File: src/pkg/cio_pkg.sv
// Package of constants and types for the configurable I/O port block
package cio_pkg;
  localparam int CIO_WIDE_W = 8;
  localparam int CIO_NARROW_W = 3;
  localparam logic [7:0] CIO_CFG_RST = 8'h00;
  localparam int CIO_PIO_BIT = 7;
  localparam logic [3:0] CIO_NPORT = 4'h4;

  // Host register select codes (port number in reg_port)
  localparam logic [1:0] CIO_PORT_A = 2'h0;
  localparam logic [1:0] CIO_PORT_B = 2'h1;
  localparam logic [1:0] CIO_PORT_C = 2'h2;
  localparam logic [1:0] CIO_PORT_D = 2'h3;

  // Register kinds within the I/O register space
  typedef enum logic [2:0] {
    CIO_R_DATA_IN = 3'b000,
    CIO_R_DATA_OUT = 3'b001,
    CIO_R_DIR = 3'b010,
    CIO_R_CTRL = 3'b011,
    CIO_R_CELL_OUT = 3'b100,
    CIO_R_CELL_IN = 3'b101,
    CIO_R_MEM_MODE = 3'b110
  } cio_reg_e;

  // Host bus type, fixed at programming
  typedef enum logic [1:0] {
    CIO_BUS_MUX = 2'b00,
    CIO_BUS_BURST = 2'b01,
    CIO_BUS_PAGE = 2'b10,
    CIO_BUS_NONMUX = 2'b11
  } cio_bus_e;

  // Input cell mode, fixed at programming
  typedef enum logic [1:0] {
    CIO_IC_DIRECT = 2'b00,
    CIO_IC_LATCH = 2'b01,
    CIO_IC_REG = 2'b10
  } cio_icell_e;
endpackage : cio_pkg

File: src/logic/cio_ports.sv
// Four configurable I/O ports: output mux, readback, input cells and enables
`timescale 1ns/100ps
module cio_ports import cio_pkg::*; #(
  parameter int W = CIO_WIDE_W,
  parameter int DW = CIO_NARROW_W,
  parameter cio_bus_e BUS_TYPE = CIO_BUS_MUX,
  parameter logic [W-1:0] DATA_PORT_A = '0,
  parameter logic [3*W-1:0] LOGIC_OUT = '0,
  parameter logic [DW-1:0] LOGIC_OUT_D = '0,
  parameter logic [3*W-1:0] CS_OUT_D = '0,
  parameter logic [3*W-1:0] GRP_HIGH_SEL = '0,
  parameter logic [5:0] ICELL_MODE = '0,
  parameter logic [2:0] ICELL_TERM_CLK = '0,
  parameter logic TEST_CFG = 1'b0
) (
  input wire logic ref_clk, // Clock
  input wire logic rst, // Async reset, high
  input wire logic reg_wr, // Host write strobe
  input wire logic reg_rd, // Host read strobe
  input wire logic [1:0] reg_port, // Port select
  input wire logic [2:0] reg_kind, // Register select
  input wire logic [7:0] reg_wdata, // Write data
  output logic [7:0] reg_rdata, // Read data
  output logic reg_rdata_oe, // Read data drive, low drives
  input wire logic [15:0] host_addr, // Latched host address
  input wire logic address_latch_strobe, // Address strobe
  input wire logic [7:0] host_data_in, // Host data bus in
  output logic [7:0] host_data_out, // Host data from port A
  input wire logic host_rd, // Host read strobe for peripheral buffer
  input wire logic periph_select_a, // Peripheral select term
  input wire logic periph_select_b, // Peripheral select term
  input wire logic [3*W-1:0] cell_group_low, // Cell outputs, ports A/B
  input wire logic [3*W-1:0] cell_group_high, // Cell outputs, ports B/C
  input wire logic [2:0] ext_chip_selects, // Chip selects for port D
  input wire logic [3*W+DW-1:0] pt_oe, // Product-term enables
  input wire logic [2:0] icell_term, // Input cell product-term clocks
  input wire logic test_port_select, // Test select from logic
  input wire logic test_enable, // Test enable control
  output logic test_port_active, // Port C given to test port
  input wire logic [3*W+DW-1:0] pin_in, // Pin levels
  output logic [3*W+DW-1:0] pin_out, // Pin drive
  output logic [3*W+DW-1:0] pin_oe, // Pin enable, low drives
  output logic [3*W-1:0] input_cell_out // Input cells to logic bus
);
  localparam int NP = 3 * W + DW;

  typedef struct packed {
    logic [NP-1:0] dout;
    logic [NP-1:0] dir;
    logic [2*W-1:0] ctrl;
    logic [7:0] mem_mode;
    logic [3*W-1:0] icell;
    logic [2:0] term_q;
    logic [7:0] rdata;
  } cio_state_s;

  cio_state_s st_reg, st_next;

  function automatic logic [7:0] cio_byte(input logic [NP-1:0] v, input logic [1:0] p);
    cio_byte = (p == CIO_PORT_D) ? {5'h00, v[3*W +: DW]} : v[p*W +: W];
  endfunction : cio_byte

  logic [NP-1:0] mux_out, drv_en, adr_out, adr_ok;
  logic pio_on, dbus_on;
  logic [3*W-1:0] cell_out;

  always_comb begin
    adr_out = '0;
    case (BUS_TYPE)
      CIO_BUS_BURST: begin
        adr_out[7:4] = host_addr[7:4];
        adr_out[11:8] = host_addr[11:8];
      end
      CIO_BUS_PAGE: adr_out[15:8] = host_addr[15:8];
      CIO_BUS_NONMUX: adr_out[15:8] = host_addr[7:0];
      default: begin
        adr_out[7:0] = host_addr[7:0];
        adr_out[15:8] = host_addr[7:0];
      end
    endcase
  end

  assign pio_on = st_reg.mem_mode[CIO_PIO_BIT];
  assign dbus_on = (BUS_TYPE == CIO_BUS_NONMUX) && (DATA_PORT_A != '0);
  assign test_port_active = test_port_select | TEST_CFG | test_enable;

  always_comb begin
    for (int i = 0; i < 3 * W; i++) begin
      // Group low on A/B, group high on B/C
      cell_out[i] = (i >= 2 * W || (i >= W && GRP_HIGH_SEL[i])) ? cell_group_high[i] : cell_group_low[i];
    end
  end

  always_comb begin
    mux_out = st_reg.dout;
    drv_en = pt_oe | st_reg.dir;
    adr_ok = '0;
    for (int i = 0; i < NP; i++) begin
      if (i < 3 * W && CS_OUT_D[i] == 1'b0 && LOGIC_OUT[i]) begin
        mux_out[i] = cell_out[i];
      end
      if (i < 2 * W && st_reg.ctrl[i]) begin
        adr_ok[i] = 1'b1;
        mux_out[i] = adr_out[i];
        drv_en[i] = pt_oe[i] | st_reg.dir[i];
      end
      if (i >= 3 * W && i < 3 * W + 3 && LOGIC_OUT_D[i-3*W]) begin
        mux_out[i] = ext_chip_selects[i-3*W];
      end
    end
    if (adr_ok == '0 && pt_oe == '0) begin
      drv_en = st_reg.dir;
    end
    if (BUS_TYPE == CIO_BUS_NONMUX) begin
      drv_en[W-1:0] &= ~st_reg.ctrl[W-1:0];
    end
    if (test_port_active) begin
      drv_en[3*W-1:2*W] = '0;
    end
    if (dbus_on || pio_on) begin
      mux_out[W-1:0] = host_data_in;
      drv_en[W-1:0] = {W{(periph_select_a | periph_select_b) & ~host_rd & (pio_on | dbus_on)}};
    end
  end

  always_comb begin
    pin_out = mux_out;
    pin_oe = ~drv_en;
    host_data_out = pin_in[W-1:0];
    input_cell_out = st_reg.icell;
    reg_rdata = st_reg.rdata;
    reg_rdata_oe = ~reg_rd;
  end

  always_comb begin
    st_next = st_reg;
    st_next.term_q = icell_term;
    for (int p = 0; p < 3; p++) begin
      for (int b = 0; b < W; b++) begin
        logic clk_ev;
        clk_ev = ICELL_TERM_CLK[p] ? (icell_term[p] & ~st_reg.term_q[p]) : address_latch_strobe;
        case (cio_icell_e'(ICELL_MODE[2*p +: 2]))
          CIO_IC_LATCH: if (clk_ev) st_next.icell[p*W+b] = pin_in[p*W+b];
          CIO_IC_REG: if (clk_ev) st_next.icell[p*W+b] = pin_in[p*W+b];
          default: st_next.icell[p*W+b] = pin_in[p*W+b];
        endcase
      end
    end
    if (reg_wr) begin
      case (cio_reg_e'(reg_kind))
        CIO_R_DATA_OUT: begin
          if (reg_port == CIO_PORT_D) st_next.dout[3*W +: DW] = reg_wdata[DW-1:0];
          else st_next.dout[reg_port*W +: W] = reg_wdata;
        end
        CIO_R_DIR: begin
          if (reg_port == CIO_PORT_D) st_next.dir[3*W +: DW] = reg_wdata[DW-1:0];
          else st_next.dir[reg_port*W +: W] = reg_wdata;
        end
        CIO_R_CTRL: begin
          if (reg_port == CIO_PORT_A || reg_port == CIO_PORT_B) st_next.ctrl[reg_port*W +: W] = reg_wdata;
        end
        CIO_R_MEM_MODE: st_next.mem_mode = reg_wdata;
        default: st_next.mem_mode = st_reg.mem_mode;
      endcase
    end
    if (reg_rd) begin
      case (cio_reg_e'(reg_kind))
        CIO_R_DATA_IN: st_next.rdata = cio_byte(pin_in, reg_port);
        CIO_R_DATA_OUT: st_next.rdata = cio_byte(st_reg.dout, reg_port);
        CIO_R_DIR: st_next.rdata = cio_byte(st_reg.dir, reg_port);
        CIO_R_CTRL: st_next.rdata = (reg_port[1] == 1'b0) ? st_reg.ctrl[reg_port[0]*W +: W] : 8'h00;
        CIO_R_CELL_OUT: st_next.rdata = (reg_port == CIO_PORT_D) ? 8'h00 : cell_out[reg_port*W +: W];
        CIO_R_CELL_IN: st_next.rdata = (reg_port == CIO_PORT_D) ? 8'h00 : st_reg.icell[reg_port*W +: W];
        CIO_R_MEM_MODE: st_next.rdata = st_reg.mem_mode;
        default: st_next.rdata = 8'h00;
      endcase
    end
  end

  always_ff @(posedge ref_clk or posedge rst) begin
    if (rst) begin
      st_reg <= '0;
    end else begin
      st_reg <= st_next;
    end
  end
endmodule : cio_ports

File: config.mk
export PLATFORM = sky130hd
export DESIGN_NAME = cio_ports
export DESIGN_NICKNAME = d
export VERILOG_FILES = /design/src/pkg/cio_pkg.sv /design/src/logic/cio_ports.sv
export SDC_FILE = /design/constraint.sdc
export NUM_CORES = 1
export LEC_CHECK = 0
export BUFFER_PORTS_ARGS = -buffer_cell sky130_fd_sc_hd__buf_2
export CAP_MARGIN = 30
export CORE_MARGIN = 4
export CORE_UTILIZATION = 50
export CTS_BUF_LIST = sky130_fd_sc_hd__clkbuf_8
export DETAILED_ROUTE_END_ITERATION = 16
export HOLD_SLACK_MARGIN = 0.03
export PLACE_DENSITY_LB_ADDON = 0.15
export SLEW_MARGIN = 20
export SYNTH_ARGS = -nofsm -noshare
export SYNTH_HDL_FRONTEND = slang
export SYNTH_SLANG_ARGS = --single-unit
File: constraint.sdc
create_clock -name ref_clk -period 4.8 [get_ports ref_clk]
set_input_delay 1.44 -clock ref_clk [delete_from_list [all_inputs] [get_ports ref_clk]]
set_output_delay 1.44 -clock ref_clk [all_outputs]
set_load 0.05 [all_outputs]
# After elaboration in Yosys (flattened, before gate mapping)
# Cells that the tools add are included.
dict set report word_totals {
  elab_cells 128
  ff_bits 110
  in_bits 155
}
dict set report op_classes {
  bitwise_logic 25
  n_reduce_logical 12
  n_mux 64
  shift 10
  add_sub_neg 1
  eq_ne 8
}
# op count
set op_table {}
lappend op_table {{27-bit by 6-bit indexed part select with 8-bit output} 3}
lappend op_table {{8-bit 2-to-1 mux} 9}
lappend op_table {{8-bit case mux with 7 select lines} 1}
lappend op_table {{27-bit bitwise mux} 2}
lappend op_table {{1-bit 2-to-1 mux} 48}
lappend op_table {{24-bit by 6-bit indexed part select with 8-bit output} 2}
lappend op_table {{5-bit negator with 34-bit output} 1}
lappend op_table {{8-bit by 34-bit variable shift with 16-bit output, first input constant} 1}
lappend op_table {{8-bit by 34-bit variable shift with 27-bit output, first input constant} 1}
lappend op_table {{8-bit by 34-bit indexed part select with 16-bit output} 1}
lappend op_table {{8-bit by 34-bit indexed part select with 27-bit output} 1}
lappend op_table {{27-bit zero test} 1}
lappend op_table {{27-bit 2-to-1 mux} 1}
lappend op_table {{27-bit inverter} 1}
lappend op_table {{27-bit OR} 1}
lappend op_table {{1-bit OR} 18}
lappend op_table {{16-bit bitwise mux} 1}
lappend op_table {{16-bit zero test} 1}
lappend op_table {{16-bit by 5-bit indexed part select with 8-bit output} 1}
lappend op_table {{3-bit equality test, second input constant} 3}
lappend op_table {{3-bit AND reduction} 3}
lappend op_table {{3-bit by 2-bit equality test with 1-bit output, second input constant} 2}
lappend op_table {{3-bit 2-to-1 mux} 2}
lappend op_table {{2-bit AND reduction} 3}
lappend op_table {{9 further kinds} 12}

# Logic depth before layout (Yosys ltp)
# Gate-level depths: netlist of run 1.
dict set report logic_depth {
  word_depth 6
  depth_mapped 8
}

# Worst setup path before layout of run 1
# No wires, ideal clock.
dict set report synth_path {
  kind {input-to-output}
  startpoint {in pt_oe[4]}
  endpoint {out pin_oe[4]}
  n_path_buf 0
  slack_ns 0.717
  t_arrival_ns 2.643
  t_required_ns 3.360
  cell_stages 1
  path_cell_list {o31ai_1}
}
dict set report synth_via {
  elab_chain_len 5
  elab_cells_between_ends 8
  classes_between {mux (3); bitwise (3); reduce/logical (2)}
}
# element line
set synth_lines {}
lappend synth_lines {{from (decl)} cio_ports.sv:35} ;# input wire logic [3*W+DW-1:0] pt_oe,
lappend synth_lines {{27-bit zero test, or another cell as far along} cio_ports.sv:111} ;# if (adr_ok == '0 && pt_oe == '0) begin
lappend synth_lines {{1-bit logical AND or 1-bit 2-to-1 mux (tied branches)} {cio_ports.sv:111, cio_ports.sv:102}}
lappend synth_lines {{27-bit 2-to-1 mux (*)} cio_ports.sv:111}
lappend synth_lines {{8-bit 2-to-1 mux (*)} cio_ports.sv:120} ;# if (dbus_on || pio_on) begin
lappend synth_lines {{27-bit inverter (*)} cio_ports.sv:128} ;# pin_oe = ~drv_en;
lappend synth_lines {{to (decl)} cio_ports.sv:42} ;# output logic [3*W+DW-1:0] pin_oe,
# Every way passes the cells marked *; elsewhere a longest branch is shown, timed or not.

# Final worst setup path of run 1
dict set report layout_path {
  startpoint {in periph_select_b}
  endpoint {out pin_oe[1]}
}
dict set report layout_via {
  elab_chain_len 5
}
# element line
set layout_lines {}
lappend layout_lines {{from (decl)} cio_ports.sv:31} ;# input wire logic periph_select_b,
lappend layout_lines {{1-bit OR} cio_ports.sv:122} ;# drv_en[W-1:0] = {W{(periph_select_a | periph_select_b) & ~host_rd & (pio_on | dbus_on)}};
lappend layout_lines {{1-bit AND (2 in a row)} cio_ports.sv:122}
lappend layout_lines {{8-bit 2-to-1 mux} cio_ports.sv:120}
lappend layout_lines {{27-bit inverter} cio_ports.sv:128}
# No other way between the ends.

==> results_dict.tcl, run 1 <==
set metrics [dict create \
    outcome "completed" \
    dieArea_um2 14290 \
    hold_path_startpoint "reg_rdata[2]" \
    cts.repair.resized 0 \
    grt_start_max_net_pins 71 \
    grtUsageTotal 0.2714 \
    worstRegToRegCells 5 \
    max_cap_violations 0 \
    layout_setup_ws_ps 1016 \
    overflow 0 \
    combPwrFrac 0.296 \
    ir_drop_v 0.0001999 \
    finalWeightedCongestion 0.9303 \
    synth_edf_count 0 \
    crit_path_max_fanout 8 \
    fmax_mhz 264.3 \
    core_region_area_um2 12110 \
    worst_pin_slew_ps 782.7 \
    via_count 5581 \
    drt-pass1-iter-count 5 \
    ys_ff_latch 110 \
    slew_viol_final 0 \
    cts_tree "built" \
    dpl.hpwl_um 14910 \
    yosysSeqAreaShare 0.4425 \
    min_to "reg_rdata[2]" \
    hold_viol 0 \
    fillers 1123 \
    clock_path_buffers 2 \
    largest_reg_flops 66 \
    critPathLaunchType "primary input" \
    placementRows 40 \
    synthToLayoutAreaGrowth_pct 15.81 \
    drc_errors 0 \
    post_cts_buffers 0 \
    worstPathArrival_ps 2340 \
    slew_headroom 0.4713 \
    cts-root-buf "clkbuf_8" \
    grt_pass1_vias 5486 \
    leakage_nw 3.495 \
    power_mw 2.263 \
    yosys.cell_types.count 52 \
    end_kind "primary output" \
    fp.dieH_um 119.5 \
    min_period_ps 3784 \
    hold_path_depth 2 \
    hold_class "reg2reg" \
    final_cell_mix "buf_2, nand2_1, dfrtp_1" \
    stdcell_count 979 \
    ctsHoldBuffers 0 \
    rsz0062_at_grt "no" \
    power.density_nw_per_um2 314.1 \
    reg2reg_to "reg_rdata[1]" \
    reg2reg_slack_ps 2860 \
    diodes 0 \
    drt_iter0_markers 435 \
    drive_gt1_frac 0.3268 \
    criticalPathCategory "in2out" \
    syn_inst 660 \
    synth_ff_type "dfrtp_1" \
    ys.warnings.count 0 \
    vias_per_cell 5.701 \
    crit_required_ps 3360 \
    syn_area_per_cell_um2 9.426 \
    initial_core_util 0.5136 \
    utilization 0.5948 \
    place_ws_ps 1021 \
    port_buffers 211 \
    antenna_found_initial 0 \
    clock-sinks 110 \
    syn_area_um2 6221 \
    avgRoutedWirePerCell_um 19.92 \
    switching_share 0.3830 \
    mostFrequentLayoutCell "buf_2" \
    fin_crit_sh 0.7883 \
    tns_ps 0 \
    power_frac_clock 0.233 \
    clock_skew_ps 11.60 \
    htreeDepth 3 \
    synth.area.top_cells "dfrtp_1, mux2i_1, o21ai_0" \
    synth_nets 821 \
    netlist.top_cell.by_area "dfrtp_1" \
    dp.cells 962 \
    p_switching_uw 866.8 \
    pwr-share-seq 0.471 \
    ios 251 \
    grt_pass1_wl_um 30120 \
    yosysTopAreaCellShare 0.4425 \
    clk_latency_ps 390 \
    finalSetupViolCount 0 \
    ant_nets 0 \
    async_reset_ff_frac 1.000 \
    reg2reg_from "input_cell_out[9]" \
    internal_power_mw 1.396 \
    cts_buffers 9 \
    clk_pin_slew_ps 90 \
    fp.dieW_um 119.5 \
    finalNetCount 967 \
    wl_um 19500 \
]
==> area by class of cell <==
type,count,area (um^2),area share
multi-input cells,448,2860,0.3970
flip-flops and latches,110,2753,0.3821
repair buffers,219,1136,0.1577
well taps,168,210.2,0.02918
clock buffers,10,137.6,0.01910
inverters,18,70.07,0.009726
clock inverters,6,37.54,0.005210
==> worst max path at each step <==
stage / start / slack (ps) / end
final: periph_select_b / 1020 / pin_oe[1]
after global routing: periph_select_b / 910 / pin_oe[1]
after CTS: periph_select_b / 1020 / pin_oe[1]
after detailed placement: periph_select_b / 1020 / pin_oe[1]
after global placement: periph_select_b / 1090 / pin_oe[1]
after floorplan: rst / 460 / input_cell_out[0]
==> Yosys cell counts (5+ instances only) <==
cell and instances:
nand2_1 111, dfrtp_1 110, o21ai_0 95, buf_4 53
mux2i_1 53, nor2_1 24, nand3_1 19, mux2_2 17
o22ai_1 17, a21oi_1 16, buf_2 15, inv_1 15
clkbuf_1 14, o31ai_1 8, a22o_1 7, a211oi_1 6
a22oi_1 6, ha_1 6, o221ai_1 6, nor3b_2 5
==> worst max-delay path, cell delays in order <==
cell and delay, ps:
buf_2 80, nor2_1 40, o21ai_1 380, o31ai_1 150, buf_2 250
==> power by group through the flow <==
stage / Combinational (mW) / Clock [mW] / Sequential, mW
final: 0.671 / 0.526 / 1.07
after global routing: 0.715 / 0.575 / 1.08
after CTS: 0.669 / 0.539 / 1.07
after detailed placement: 0.667 / 0 / 1.08
after global placement: 0.659 / 0 / 1.08
after floorplan: 0.545 / 0 / 1.05
==> through the flow <==
step                hold WS [ps]  cell area, um^2
floorplan                  456.0             6221
global placement           474.0             7002
detailed placement         490.0             7002
CTS                        511.5             7177
global route               523.0             7204
finish                     508.4             7204
==> routing by layer <==
metal,up-vias,track usage,routed length (um)
met5,-,0,0
met4,0,0.08160,333
met2,238,0.4368,9268
li1,2612,-,-
met3,24,0.05372,1522
met1,2707,0.3738,8376
==> cells by family after synthesis <==
kind of cell    count (synthesis)  share of synthesized area
compound gates                182                     0.1796
fa+ha+maj                       6                    0.01207
buf+inv                       102                    0.09775
flops                         110                     0.4425
mux                            74                     0.1305
simple gates                  186                     0.1376
No activity file was read; power rests on OpenSTA's default activity.
==> inputs of run 2 (changes only) <==
- clock period: 4.8 -> 3.55 ns (I/O delays scaled with it)
==> run 2 against run 1 <==
Clock power grew 61%. Via count grew 0.16%. Design area grew 1.1%. Sequential power grew 35%. Worst hold slack gained 2.8 ps. Clock skew grew 2.4 ps. Register-to-register slack lost 1200 ps. Utilization grew 0.68 points. Clock-buffer cell count shrank 1. Combinational power grew 36%. Wire length is essentially flat. First-iteration DRC count shrank 3.0%.
==> results_dict.tcl, run 2 (synthesized netlist as in run 1, its figures left out) <==
set metrics [dict create \
    overflow 0 \
    vias_per_cell 5.675 \
    combPwrFrac 0.285 \
    largest_reg_flops 66 \
    slew_headroom 0.4685 \
    hold_viol 0 \
    ctsHoldBuffers 0 \
    place_ws_ps 390.3 \
    dpl.hpwl_um 15080 \
    drt_iter0_markers 422 \
    grt_pass1_wl_um 30680 \
    ir_drop_v 0.0002052 \
    fp.dieW_um 119.5 \
    ios 251 \
    whs_ps 511.2 \
    critPathLaunchType "register" \
    cts-root-buf "clkbuf_8" \
    final_cell_mix "buf_2, nand2_1, dfrtp_1" \
    port_buffers 211 \
    grt_pass1_vias 5602 \
    hold_class "reg2reg" \
    core_region_area_um2 12110 \
    clk_pin_slew_ps 110 \
    finalNetCount 973 \
    reg2reg_to "reg_rdata[1]" \
    slew_viol_final 0 \
    criticalPathCategory "reg2out" \
    diodes 0 \
    crit_path_max_fanout 27 \
    rsz0062_at_grt "no" \
    min_to "reg_rdata[3]" \
    drive_gt1_frac 0.3341 \
    max_cap_violations 0 \
    multi_input_area_um2 2860 \
    tns_ps 0 \
    internal_power_mw 2.018 \
    htreeDepth 3 \
    crit_path_top_delay_cell "dfrtp_1" \
    placementRows 40 \
    cts_buffers 9 \
    crit_buf_inv 1 \
    worstRegToRegCells 5 \
    cpLargestDelayFamily "flip-flops" \
    worstPathArrival_ps 2130 \
    pwr-share-seq 0.451 \
    layout_setup_ws_ps 359.5 \
    hold_path_depth 2 \
    grt_start_max_net_pins 79 \
    cp.depth 3 \
    ant_nets 0 \
    slowest_delay_ps 870 \
    fmax_mhz 313.4 \
    fp.dieH_um 119.5 \
    worstPathCellList "o21ai_1 > o31ai_1 > buf_2" \
    drt-pass1-iter-count 5 \
    fin_crit_sh 0.8987 \
    regArea_um2 2753 \
    outcome "completed" \
    dieArea_um2 14290 \
    use_met1 0.3726 \
    clk_latency_ps 380 \
    finalWeightedCongestion 0.9226 \
    reg2reg_slack_ps 1660 \
    avgRoutedWirePerCell_um 19.80 \
    crit_required_ps 2480 \
    power.density_nw_per_um2 438.8 \
    cts.repair.resized 0 \
    clock_path_buffers 2 \
    worst_pin_slew_ps 797.2 \
    grtUsageTotal 0.2758 \
    grt-busiest-layer "met2" \
    clock_skew_ps 13.98 \
    mostFrequentLayoutCell "buf_2" \
    min_period_ps 3190 \
    cts_tree "built" \
    finalSetupViolCount 0 \
    leakage_nw 3.531 \
    p_switching_mw 1.180 \
    use_met3 0.05702 \
    power_frac_clock 0.264 \
    end_kind "primary output" \
    power_mw 3.198 \
    reg2reg_from "input_cell_out[9]" \
    via_count 5590 \
    use_met2 0.4474 \
    initial_core_util 0.5136 \
    fillers 1119 \
    antenna_found_initial 0 \
    synthToLayoutAreaGrowth_pct 17.14 \
    clock-sinks 110 \
    utilization 0.6017 \
    post_cts_buffers 0 \
    wl_um 19500 \
    switching_share 0.3690 \
    hold_path_startpoint "reg_rdata[3]" \
    drc_errors 0 \
]
==> run 2: cell count changes in the layout (fill, tap and decap cells not counted) <==
cell,change
buf_4,+6
inv_1,-2
clkbuf_8,-1
inv_4,-1
inv_6,+1
buf_12,+1
bufinv_16,+2
clkinvlp_4,+1
buf_16,-1
clkinv_2,+1
clkinv_4,-1
==> run 2: final cells by class <==
cell class,count,area share
timing repair buffer,225,0.1611
sequential,110,0.3777
clock buffer,9,0.01700
tap,168,0.02885
multi-input combinational,448,0.3925
clock inverter,7,0.01305
inverter,18,0.009787
==> run 2: how the worst max path moves through the flow <==
stage / from / to / slack (ps)
floorplan: pt_oe[4] / pin_oe[4] / 220
global placement: reg_port[1] / st_reg[85] / 450
detailed placement: reg_port[1] / pin_out[26] / 390
CTS: pio_on / pin_oe[4] / 330
global route: pio_on / pin_oe[6] / 190
finish: pio_on / pin_oe[4] / 360
==> run 2: worst reg2reg max path: cells and delay by family, from the launching register on <==
family           cells  cell delay [ps]
AO/OA/AOI/OAI        3              770
flip-flops           1              390
multiplexers         1              490
AND/OR/NAND/NOR      1              130
==> run 2: power by group through the flow <==
stage | clock (mW) | sequential [mW] | combinational (mW)
2_1_floorplan | 0 | 1.42 | 0.737
3_3_place_gp | 0 | 1.46 | 0.901
3_5_place_dp | 0 | 1.47 | 0.911
4_1_cts | 0.855 | 1.44 | 0.915
5_1_grt | 0.906 | 1.46 | 0.974
6_report | 0.845 | 1.44 | 0.912
==> run 2: metrics by stage <==
step                      cell area [um^2]  cells
after global placement                7068    969
after global routing                  7287    985
after floorplan                       6225    660
after CTS                             7287    985
final                                 7287    985
after detailed placement              7068    969
==> run 2: layer usage <==
metal | vias to the layer above | routed length (um)
li1 | 2628 | -
met1 | 2698 | 8229
met2 | 230 | 9304
met3 | 34 | 1527
met4 | 0 | 442
met5 | - | 0
